$ cat config.mk
export PLATFORM = sky130hd
export DESIGN_NAME = deirq_top
export DESIGN_NICKNAME = d
export VERILOG_FILES = /design/src/rtl/deirq_pkg.sv /design/src/rtl/deirq_sync2.sv /design/src/rtl/deirq_fall_det.sv /design/src/rtl/deirq_top.sv
export SDC_FILE = /design/constraint.sdc
export NUM_CORES = 1
export LEC_CHECK = 0
export BUFFER_PORTS_ARGS = -buffer_cell sky130_fd_sc_hd__clkbuf_2
export CAP_MARGIN = 20
export CORE_ASPECT_RATIO = 0.75
export CORE_UTILIZATION = 38
export CTS_CLUSTER_DIAMETER = 60
export DETAILED_ROUTE_END_ITERATION = 10
export GPL_TIMING_DRIVEN = 0
export PLACE_DENSITY = 0.86
export SYNTH_ARGS = -nofsm -noshare
export SYNTH_HDL_FRONTEND = slang
export SYNTH_SLANG_ARGS = --single-unit
$ cat constraint.sdc
create_clock -name pclk -period 1.4 [get_ports pclk]
set_clock_uncertainty 0.05 [all_clocks]
set_input_delay 0.14 -clock pclk [delete_from_list [all_inputs] [get_ports pclk]]
set_output_delay 0.14 -clock pclk [all_outputs]
set_load 0.01 [all_outputs]
$ cat src/rtl/deirq_pkg.sv
// Purpose: shared constants for the error interrupt unit
// Assumes: apb with 32-bit data, one aligned word per register
// Notes: register indices are scaled by four to form byte addresses
package deirq_pkg;
   localparam int unsigned deirq_addr_w = 12;
   // register indices, byte address is index times four
   localparam logic [7:0] deirq_idx_ctrl = 8'he0;
   localparam logic [7:0] deirq_idx_mask = 8'he1;
   localparam logic [7:0] deirq_idx_status = 8'he5;
   localparam logic [deirq_addr_w-1:0] deirq_addr_ctrl = {2'h0, deirq_idx_ctrl, 2'h0};
   localparam logic [deirq_addr_w-1:0] deirq_addr_mask = {2'h0, deirq_idx_mask, 2'h0};
   localparam logic [deirq_addr_w-1:0] deirq_addr_status = {2'h0, deirq_idx_status, 2'h0};
   // field positions
   localparam int unsigned deirq_bit_out_en = 0;
   localparam int unsigned deirq_bit_sync = 7;
   localparam int unsigned deirq_bit_checksum = 6;
   localparam int unsigned deirq_bit_uncorr = 5;
   localparam int unsigned deirq_bit_corr = 4;
   localparam int unsigned deirq_bit_llp = 3;
   localparam int unsigned deirq_bit_leader = 2;
   localparam int unsigned deirq_bit_unlock = 0;
   localparam logic [7:0] deirq_src_bits = 8'hfd;
   // values after reset
   localparam logic [7:0] deirq_ctrl_rst = 8'h00;
   localparam logic [7:0] deirq_mask_rst = 8'h00;
   localparam logic [7:0] deirq_status_rst = 8'h01;
   localparam logic [1:0] deirq_sync_rst = 2'h0;
   // lock indication assumed locked before the first sample
   localparam logic deirq_lock_rst = 1'b1;
endpackage

$ cat src/rtl/deirq_sync2.sv
// Purpose: two flip-flop synchroniser for one level
// Assumes: input asynchronous to pclk
// Notes: first stage feeds the second stage only; stages reset to the locked level so no false unlock
`timescale 1ns/1ps
module deirq_sync2
   import deirq_pkg::*;
(
   // clock and reset
   input wire logic pclk,
   input wire logic presetn,
   // level
   input wire logic async_in,
   output logic sync_out
);
   logic [1:0] stage;

   always_ff @(posedge pclk or negedge presetn) begin
      if (!presetn) begin
         stage <= {2{deirq_lock_rst}};
      end else begin
         stage <= {stage[0], async_in};
      end
   end

   assign sync_out = stage[1];
endmodule

$ cat src/rtl/deirq_fall_det.sv
// Purpose: one-cycle pulse on a falling level
// Assumes: input already synchronised to pclk
// Notes: history resets to the locked value so reset gives no pulse
`timescale 1ns/1ps
module deirq_fall_det
   import deirq_pkg::*;
(
   // clock and reset
   input wire logic pclk,
   input wire logic presetn,
   // level and pulse
   input wire logic level,
   output logic fell
);
   logic prev;

   always_ff @(posedge pclk or negedge presetn) begin
      if (!presetn) begin
         prev <= deirq_lock_rst;
      end else begin
         prev <= level;
      end
   end

   assign fell = prev & ~level;
endmodule

$ cat src/rtl/deirq_top.sv
// Purpose: sticky error flags, masks and interrupt pin drive over apb
// Assumes: error strobes are single-cycle pulses on pclk; pll lock is asynchronous
// Notes: interrupt pin is a two-signal tri-state, oe low means driven
// Behaviour
// - output enable clear leaves interrupt pin floating; reset state
// - enable set: drive pin high when any unmasked flag set
// - unexpected sync packet sets status bit 7
// - checksum mismatch sets status bit 6
// - uncorrectable header error sets status bit 5
// - corrected single header error sets status bit 4
// - any low-level protocol error sets status bit 3
// - leader sequence bit error sets status bit 2
// - lock-to-unlock transition sets bit 0; bit 0 resets to one
// - flags stay set until software writes one to them
// - mask register holds one enable per source at status positions
// - enables and output enable reset to zero and are read/write
//
// The implementer's own choice: the APB register port.
`timescale 1ns/1ps
module deirq_top
   import deirq_pkg::*;
(
   // apb clock and reset
   input wire logic pclk,
   input wire logic presetn,
   // apb slave
   input wire logic psel,
   input wire logic penable,
   input wire logic pwrite,
   input wire logic [deirq_addr_w-1:0] paddr,
   input wire logic [31:0] pwdata,
   input wire logic [3:0] pstrb,
   output logic [31:0] prdata,
   output logic pready,
   output logic pslverr,
   // packet processor error strobes
   input wire logic sync_fault_evt,
   input wire logic checksum_fault_evt,
   input wire logic uncorrectable_header_evt,
   input wire logic corrected_header_evt,
   input wire logic low_level_protocol_evt,
   input wire logic leader_bit_fault_evt,
   // pll lock indication, asynchronous
   input wire logic pll_locked,
   // interrupt pin
   output logic irq_out,
   output logic irq_oe_n
);
   typedef enum logic [1:0] {
      deirq_idle_s = 2'h0,
      deirq_access_s = 2'h1,
      deirq_done_s = 2'h3
   } deirq_state_t;

   deirq_state_t state;
   deirq_state_t next_state;
   logic [7:0] irq_output_control;
   logic [7:0] irq_source_mask;
   logic [7:0] error_status_flags;
   logic [7:0] next_flags;
   logic [7:0] set_evt;
   logic [7:0] clr_mask;
   logic lock_sync;
   logic unlock_evt;
   logic wr_ctrl;
   logic wr_mask;
   logic wr_status;
   logic take;
   logic mapped;
   logic [31:0] rd_mux;

   function automatic logic addr_hit(input logic [deirq_addr_w-1:0] a, input logic [deirq_addr_w-1:0] r);
      addr_hit = (a == r);
   endfunction

   deirq_sync2 u_lock_sync (
      .pclk(pclk),
      .presetn(presetn),
      .async_in(pll_locked),
      .sync_out(lock_sync)
   );

   deirq_fall_det u_unlock (
      .pclk(pclk),
      .presetn(presetn),
      .level(lock_sync),
      .fell(unlock_evt)
   );

   // apb: access phase answered in its first cycle, no wait states
   always_comb begin
      next_state = state;
      case (state)
         deirq_idle_s: begin
            if (psel && !penable) begin
               next_state = deirq_access_s;
            end
         end
         deirq_access_s: begin
            next_state = deirq_done_s;
         end
         deirq_done_s: begin
            // a setup straight after the previous access is accepted here
            if (psel && !penable) begin
               next_state = deirq_access_s;
            end else begin
               next_state = deirq_idle_s;
            end
         end
         default: begin
            next_state = deirq_idle_s;
         end
      endcase
   end

   always_ff @(posedge pclk or negedge presetn) begin
      if (!presetn) begin
         state <= deirq_idle_s;
      end else begin
         state <= next_state;
      end
   end

   // take is the cycle where pready is high together with penable
   assign take = psel && penable && pready;
   assign mapped = addr_hit(paddr, deirq_addr_ctrl) || addr_hit(paddr, deirq_addr_mask) ||
      addr_hit(paddr, deirq_addr_status);
   assign wr_ctrl = take && pwrite && pstrb[0] && addr_hit(paddr, deirq_addr_ctrl);
   assign wr_mask = take && pwrite && pstrb[0] && addr_hit(paddr, deirq_addr_mask);
   assign wr_status = take && pwrite && pstrb[0] && addr_hit(paddr, deirq_addr_status);

   always_comb begin
      rd_mux = 32'h0000_0000;
      if (addr_hit(paddr, deirq_addr_ctrl)) begin
         rd_mux = {24'h00_0000, irq_output_control};
      end else if (addr_hit(paddr, deirq_addr_mask)) begin
         rd_mux = {24'h00_0000, irq_source_mask};
      end else if (addr_hit(paddr, deirq_addr_status)) begin
         rd_mux = {24'h00_0000, error_status_flags};
      end
   end

   always_ff @(posedge pclk or negedge presetn) begin
      if (!presetn) begin
         pready <= 1'b0;
         pslverr <= 1'b0;
         prdata <= 32'h0000_0000;
      end else begin
         pready <= (next_state == deirq_access_s);
         pslverr <= (next_state == deirq_access_s) && !mapped;
         if (next_state == deirq_access_s && !pwrite) begin
            prdata <= rd_mux;
         end else if (next_state != deirq_access_s) begin
            prdata <= 32'h0000_0000;
         end
      end
   end

   // output enable, bit 0 only
   always_ff @(posedge pclk or negedge presetn) begin
      if (!presetn) begin
         irq_output_control <= deirq_ctrl_rst;
      end else if (wr_ctrl) begin
         irq_output_control <= {7'h00, pwdata[deirq_bit_out_en]};
      end
   end

   // one mask bit per source, bit 1 unused
   always_ff @(posedge pclk or negedge presetn) begin
      if (!presetn) begin
         irq_source_mask <= deirq_mask_rst;
      end else if (wr_mask) begin
         irq_source_mask <= pwdata[7:0] & deirq_src_bits;
      end
   end

   always_comb begin
      set_evt = 8'h00;
      set_evt[deirq_bit_sync] = sync_fault_evt;
      set_evt[deirq_bit_checksum] = checksum_fault_evt;
      set_evt[deirq_bit_uncorr] = uncorrectable_header_evt;
      set_evt[deirq_bit_corr] = corrected_header_evt;
      set_evt[deirq_bit_llp] = low_level_protocol_evt;
      set_evt[deirq_bit_leader] = leader_bit_fault_evt;
      set_evt[deirq_bit_unlock] = unlock_evt;
   end

   // write-one-to-clear; a set in the same cycle wins
   assign clr_mask = wr_status ? (pwdata[7:0] & deirq_src_bits) : 8'h00;
   assign next_flags = (error_status_flags & ~clr_mask) | set_evt;

   always_ff @(posedge pclk or negedge presetn) begin
      if (!presetn) begin
         error_status_flags <= deirq_status_rst;
      end else begin
         error_status_flags <= next_flags;
      end
   end

   // pin follows the registered flags one cycle later
   always_ff @(posedge pclk or negedge presetn) begin
      if (!presetn) begin
         irq_out <= 1'b0;
         irq_oe_n <= 1'b1;
      end else begin
         irq_oe_n <= !irq_output_control[deirq_bit_out_en];
         irq_out <= irq_output_control[deirq_bit_out_en] &&
            |(error_status_flags & irq_source_mask);
      end
   end
endmodule

Word level (Yosys, flattened, before mapping):

Index checks and enable logic that the tools add are counted.

* eq/ne operators: 7
* muxes and demuxes: 9
* bitwise gates (word level): 6
* reductions and logical operators: 20

Operators by type and width (count)
* $mux 32: 2
* $eq 12x10->1 const B: 3
* $mux 8: 4
* $and 8x8->8: 2
* $logic_and 1x1->1: 11
* $not 8->8: 1
* $or 8x8->8: 1
* $reduce_or 8->1: 1
* $pmux 2 s3: 1
* $eq 2x1->1 const B: 2
* $logic_not 1->1: 4
* $eq 2x2->1 const B: 1
* $logic_not 2->1: 1
* $logic_or 1x1->1: 2
* $mux 2: 1
* $ne 2x1->1 const B: 1
* $reduce_bool 2->1: 1
* $and 1x1->1: 1
* $mux 1: 1
* $not 1->1: 1

* flip-flop bits (word level): 57
* input bits: 60
* output and inout port bits: 36
* word-level logic and storage cells: 53

Logic depth before layout (Yosys ltp):

* word-level depth: 9
* depth in mapped cells: 5
* depth with buffers taken out: 4

Hierarchy:

Synthesis repeated with hierarchy kept, for this count alone.

* cell total of the unflattened synthesis: 143
* area, all modules: 1552.7 um^2

By module, submodules not included
* deirq_top: instances 1, cells an instance 139, area each 1460.2 um^2, seq. area each 703.2 um^2
* deirq_sync2: instances 1, cells an instance 2, area each 52.6 um^2, seq. area each 52.6 um^2
* deirq_fall_det: instances 1, cells an instance 2, area each 40.0 um^2, seq. area each 26.3 um^2

Worst setup path after synthesis:

OpenSTA, ideal clock, no wires.

* path kind: register -> register
* start point: register pready
* end point: register irq_output_control[0]
* setup time: 0.125 ns
* arrival time: 1.385 ns
* data required time: 1.225 ns
* setup slack: -0.160 ns
* cell stages (with the launch flop): 5
* buffers on the path: 0
* path through: dfrtp_1 > nand3_1 > nor2_1 > nor4b_1 > mux2_2

* cells in the longest elaborated chain, start to end: 4

RTL lines
* start: declaration: line deirq_top.sv:34 `output logic pready,`
* start signal: assignment: line deirq_top.sv:149 `pready <= (next_state == deirq_access_s);`
* $logic_and 1x1->1: line deirq_top.sv:125 `assign take = psel && penable && pready;`
* $logic_and 1x1->1 (3 in a row): line deirq_top.sv:128 `assign wr_ctrl = take && pwrite && pstrb[0] && addr_hit(paddr, deirq_addr_ctrl);`
* end signal: assignment: line deirq_top.sv:162 `irq_output_control <= deirq_ctrl_rst;`
* end signal: assignment: line deirq_top.sv:164 `irq_output_control <= {7'h00, pwdata[deirq_bit_out_en]};`
* end: declaration: line deirq_top.sv:57 `logic [7:0] irq_output_control;`

Every way passes these cells.
A chain may end at the register's enable or synchronous reset.

Worst setup path after layout:

* start point: register pready
* end point: register irq_source_mask[7]

* cells in the longest elaborated chain, start to end: 4

RTL lines
* $logic_and 1x1->1: line deirq_top.sv:125
* $logic_and 1x1->1 (3 in a row): line deirq_top.sv:129 `assign wr_mask = take && pwrite && pstrb[0] && addr_hit(paddr, deirq_addr_mask);`
* end signal: assignment: line deirq_top.sv:171 `irq_source_mask <= deirq_mask_rst;`
* end signal: assignment: line deirq_top.sv:173 `irq_source_mask <= pwdata[7:0] & deirq_src_bits;`
* end: declaration: line deirq_top.sv:58 `logic [7:0] irq_source_mask;`

Every way passes these cells.

==> flow_summary.yaml <==
run_status:
  outcome: "finished with violations"
  violations: "negative setup slack"
power:
  switching_power_w: 0.0005055
  total_power_w: 0.001955
  p_int_w: 0.001450
  leakage_nw: 1.092
  comb_power_share_pct: 16.2
  power_density_nw_per_um2: 912.2
  seqPwrFrac_pct: 49.3
  ir_worst_vdd_uv: 711.6
  clkPwrFrac_pct: 34.5
  switching_share_pct: 25.85
placement:
  pre_cts_ws_ns: -0.3554
  gp_congestion: 0.8199
  place_area_um2: 1924
  place_hpwl_um: 2314
  port_buffers: 41
sta:
  worst_pin_slew_ns: 0.7318
  setup_viol: 7
  drv_slew: 0
  period_share_pct: 108.2
  finalHoldViolCount: 0
  maxSlewHeadroom_pct: 51.21
  rsz0062_at_grt: "true"
  fin_crit_ns: 1.515
  max_freq_mhz: 660.1
  fin_ws_ns: -0.1149
setup_path:
  cp-start-kind: "flip-flop"
  end_kind: "flip-flop"
  critPathMaxFanout: 7
  crit_path_end: "irq_source_mask[7]"
  crit_required_ns: 1.52
  critPathBufInv: 0
  critPathMaxStageDelay_ns: 0.54
  cp_num_cells: 3
  crit_type: "flip-flop to flip-flop"
  cp-startpoint: "pready"
  r2r_cells: 3
  crit_slowest_cell: "or4_4"
  cp_top_family: "simple AND/OR/NAND/NOR gates"
  r2r_end: "irq_source_mask[7]"
  rr_startpoint: "pready"
  path_cells: "nand3_2 -> or4_4 -> mux2_4"
  critical_path_arrival_ns: 1.63
  ff2ff_setup_slack_ns: -0.11
clock_network:
  cts_tree: "done"
  clk_pin_slew_worst_paths_ns: 0.07
  cts_buffers: 5
  cts-root-buf: "clkbuf_8"
  clockBufferDepth: 2
  cts_max_level: 2
  cts_sinks: 31
  worstSkewPairLatency_ns: 0.29
logic_synthesis:
  post_synth.cell_area_avg_um2: 12.17
  ys_seq_area_share_pct: 50.20
  synth_simple_gate_area_share_pct: 12.45
  yosys.area.top_type_share_pct: 41.77
  muxShareOfSynthArea_pct: 12.05
  ys_top_cells_by_area: "dfrtp_1 (42%), buf_4 (12%), dfstp_2 (8.4%)"
  synthCells: 128
  synth_compound_gate_area_share_pct: 10.76
  async_reset_ff_share_pct: 100.0
  yosys.area.top_type: "dfrtp_1"
  synth-adder-area-share_pct: 0
  synthFlopType: "dfrtp_1"
  ys_seq_elements: 31
  synth-edff-count: 0
  yosysWarnings: 0
  synth_xor_xnor_area_share_pct: 0
  synth_top_family_by_area: "buffers and inverters"
  netlist_area_um2: 1558
  synth.distinct_cells: 38
cells_and_area:
  drive_gt1_share_pct: 49.29
  finalInstanceArea_um2: 2143
  num_antenna_cells: 0
  nets: 270
  final_common_cell: "clkbuf_2"
  final_cell_mix: "clkbuf_2 (42), buf_4 (29), dfrtp_1 (26), conb_1 (25)"
  area_growth_pct: 37.59
global_route:
  use_met1_pct: 19.43
  grt.busiest_layer: "met2"
  grt_usage_pct: 15.01
  use_met2_pct: 22.60
  met3_usage_pct: 4.800
  grt_first_pass_wirelength_um: 4857
  grt_antenna_before_repair: 0
  grt_pass1_vias: 1059
  grt_max_degree: 32
  overflow: 0
floorplan:
  std_cell_rows: 19
  fp.dieW_um: 75.93
  die-height_um: 57.45
  initial_core_util_pct: 41.21
  die_area_um2: 4362
  boundaryPins: 96
  core_area_um2: 3780
detailed_routing:
  drt-pass1-iter-count: 4
  vias_per_cell: 4.407
  vias: 1159
  drc: 0
  wire_per_inst_um: 12.07
  drtAntennaViolNets: 0
  first_iter_violations: 45
  drt_wl_total_um: 3175
job:
  cap_violations: 0
hold_path:
  hold_class: "input port to flip-flop"
cells in the mapped netlist, types with 2 or more instances:
master,count
mux2i_1,6
nor2b_1,3
o2bb2ai_1,6
a22oi_1,2
mux2_2,2
mux2_4,7
nor2_1,2
nand2_1,2
dfrtp_1,26
dfstp_2,5
inv_1,2
nand4_1,8
clkbuf_1,2
a21o_1,6
buf_4,25
nand3_1,2
worst min path at each step:
| stage | slack, ns | to | start | cells after the start |
|---|---|---|---|---|
| 5_1_grt | 0.05 | irq_source_mask[3] | pwdata[3] | 2 |
| 6_report | 0.05 | irq_source_mask[3] | pwdata[3] | 2 |
| 4_1_cts | 0.04 | irq_source_mask[3] | pwdata[3] | 2 |
| 3_5_place_dp | 0.18 | pslverr | presetn | 1 |
| 3_3_place_gp | 0.18 | pslverr | presetn | 1 |
| 2_1_floorplan | -0.21 | error_status_flags[2] | presetn | 0 |
worst reg2reg max path: stages (launching register included):
cell and delay [ns]:
dfrtp_1 0.37, nand3_2 0.10, or4_4 0.54, mux2_4 0.33
power groups by stage:
stage,registers [W],clock network (W),logic [W]
2_1_floorplan,0.000981,0,0.000177
3_3_place_gp,0.000975,0,0.000281
3_5_place_dp,0.000977,0,0.000284
4_1_cts,0.000963,0.000692,0.000304
5_1_grt,0.000970,0.000718,0.000351
6_report,0.000963,0.000675,0.000317
routing by layer:
metal | part of all wire [%] | wire [µm]
met5 | 0 | 0
met1 | 48 | 1528
met4 | 1.9 | 61
met2 | 44 | 1399
met3 | 5.9 | 186
flip-flops by register name, indices dropped and copies added, names as in the netlist:
| name | flops |
|---|---|
| prdata | 7 |
| pslverr | 1 |
| error_status_flags | 7 |
| irq_out | 1 |
| irq_output_control | 1 |
| state | 2 |
| u_lock_sync.stage | 2 |
| irq_source_mask | 7 |
| pready | 1 |
| u_unlock.prev | 1 |
| irq_oe_n | 1 |
what timing repair did:
item,4_1_cts,5_1_grt
pin swaps,3,2
buffers inserted,1,3
hold buffers,8,0
hold endpoints to repair,33,0
gates resized for setup,5,4
setup endpoints to repair,21,14
cell families (layout without fill, tap and decap cells):
group / count (synthesis) / count (layout)
buffers and inverters: 32 / 91
and+or+nand+nor: 28 / 28
muxes: 15 / 15
other: 1 / 25
DFF: 31 / 31
AOI/OAI and AO/OA: 21 / 21
through the flow:
stage               util, %  hold WS, ns  cells  TNS, ns
floorplan                 -      -0.2056    152   -1.238
global placement      50.91       0.1792    245   -3.900
detailed placement    50.91       0.1788    245   -4.356
CTS                   55.45      0.03763    260  -0.7451
global route          56.70      0.04541    263   -1.128
finish                56.70      0.04603    263  -0.7356
area by class of cell:
type,count,area (µm²)
Fill cell,316,1637
Sequential cell,31,782.0
Multi-Input combinational cell,89,690.7
Timing Repair Buffer,53,315.3
Buffer,28,201.4
Clock buffer,7,76.32
Tap cell,52,65.06
Inverter,2,7.507
Clock inverter,1,5.005
No activity file was read; power rests on OpenSTA's default activity.
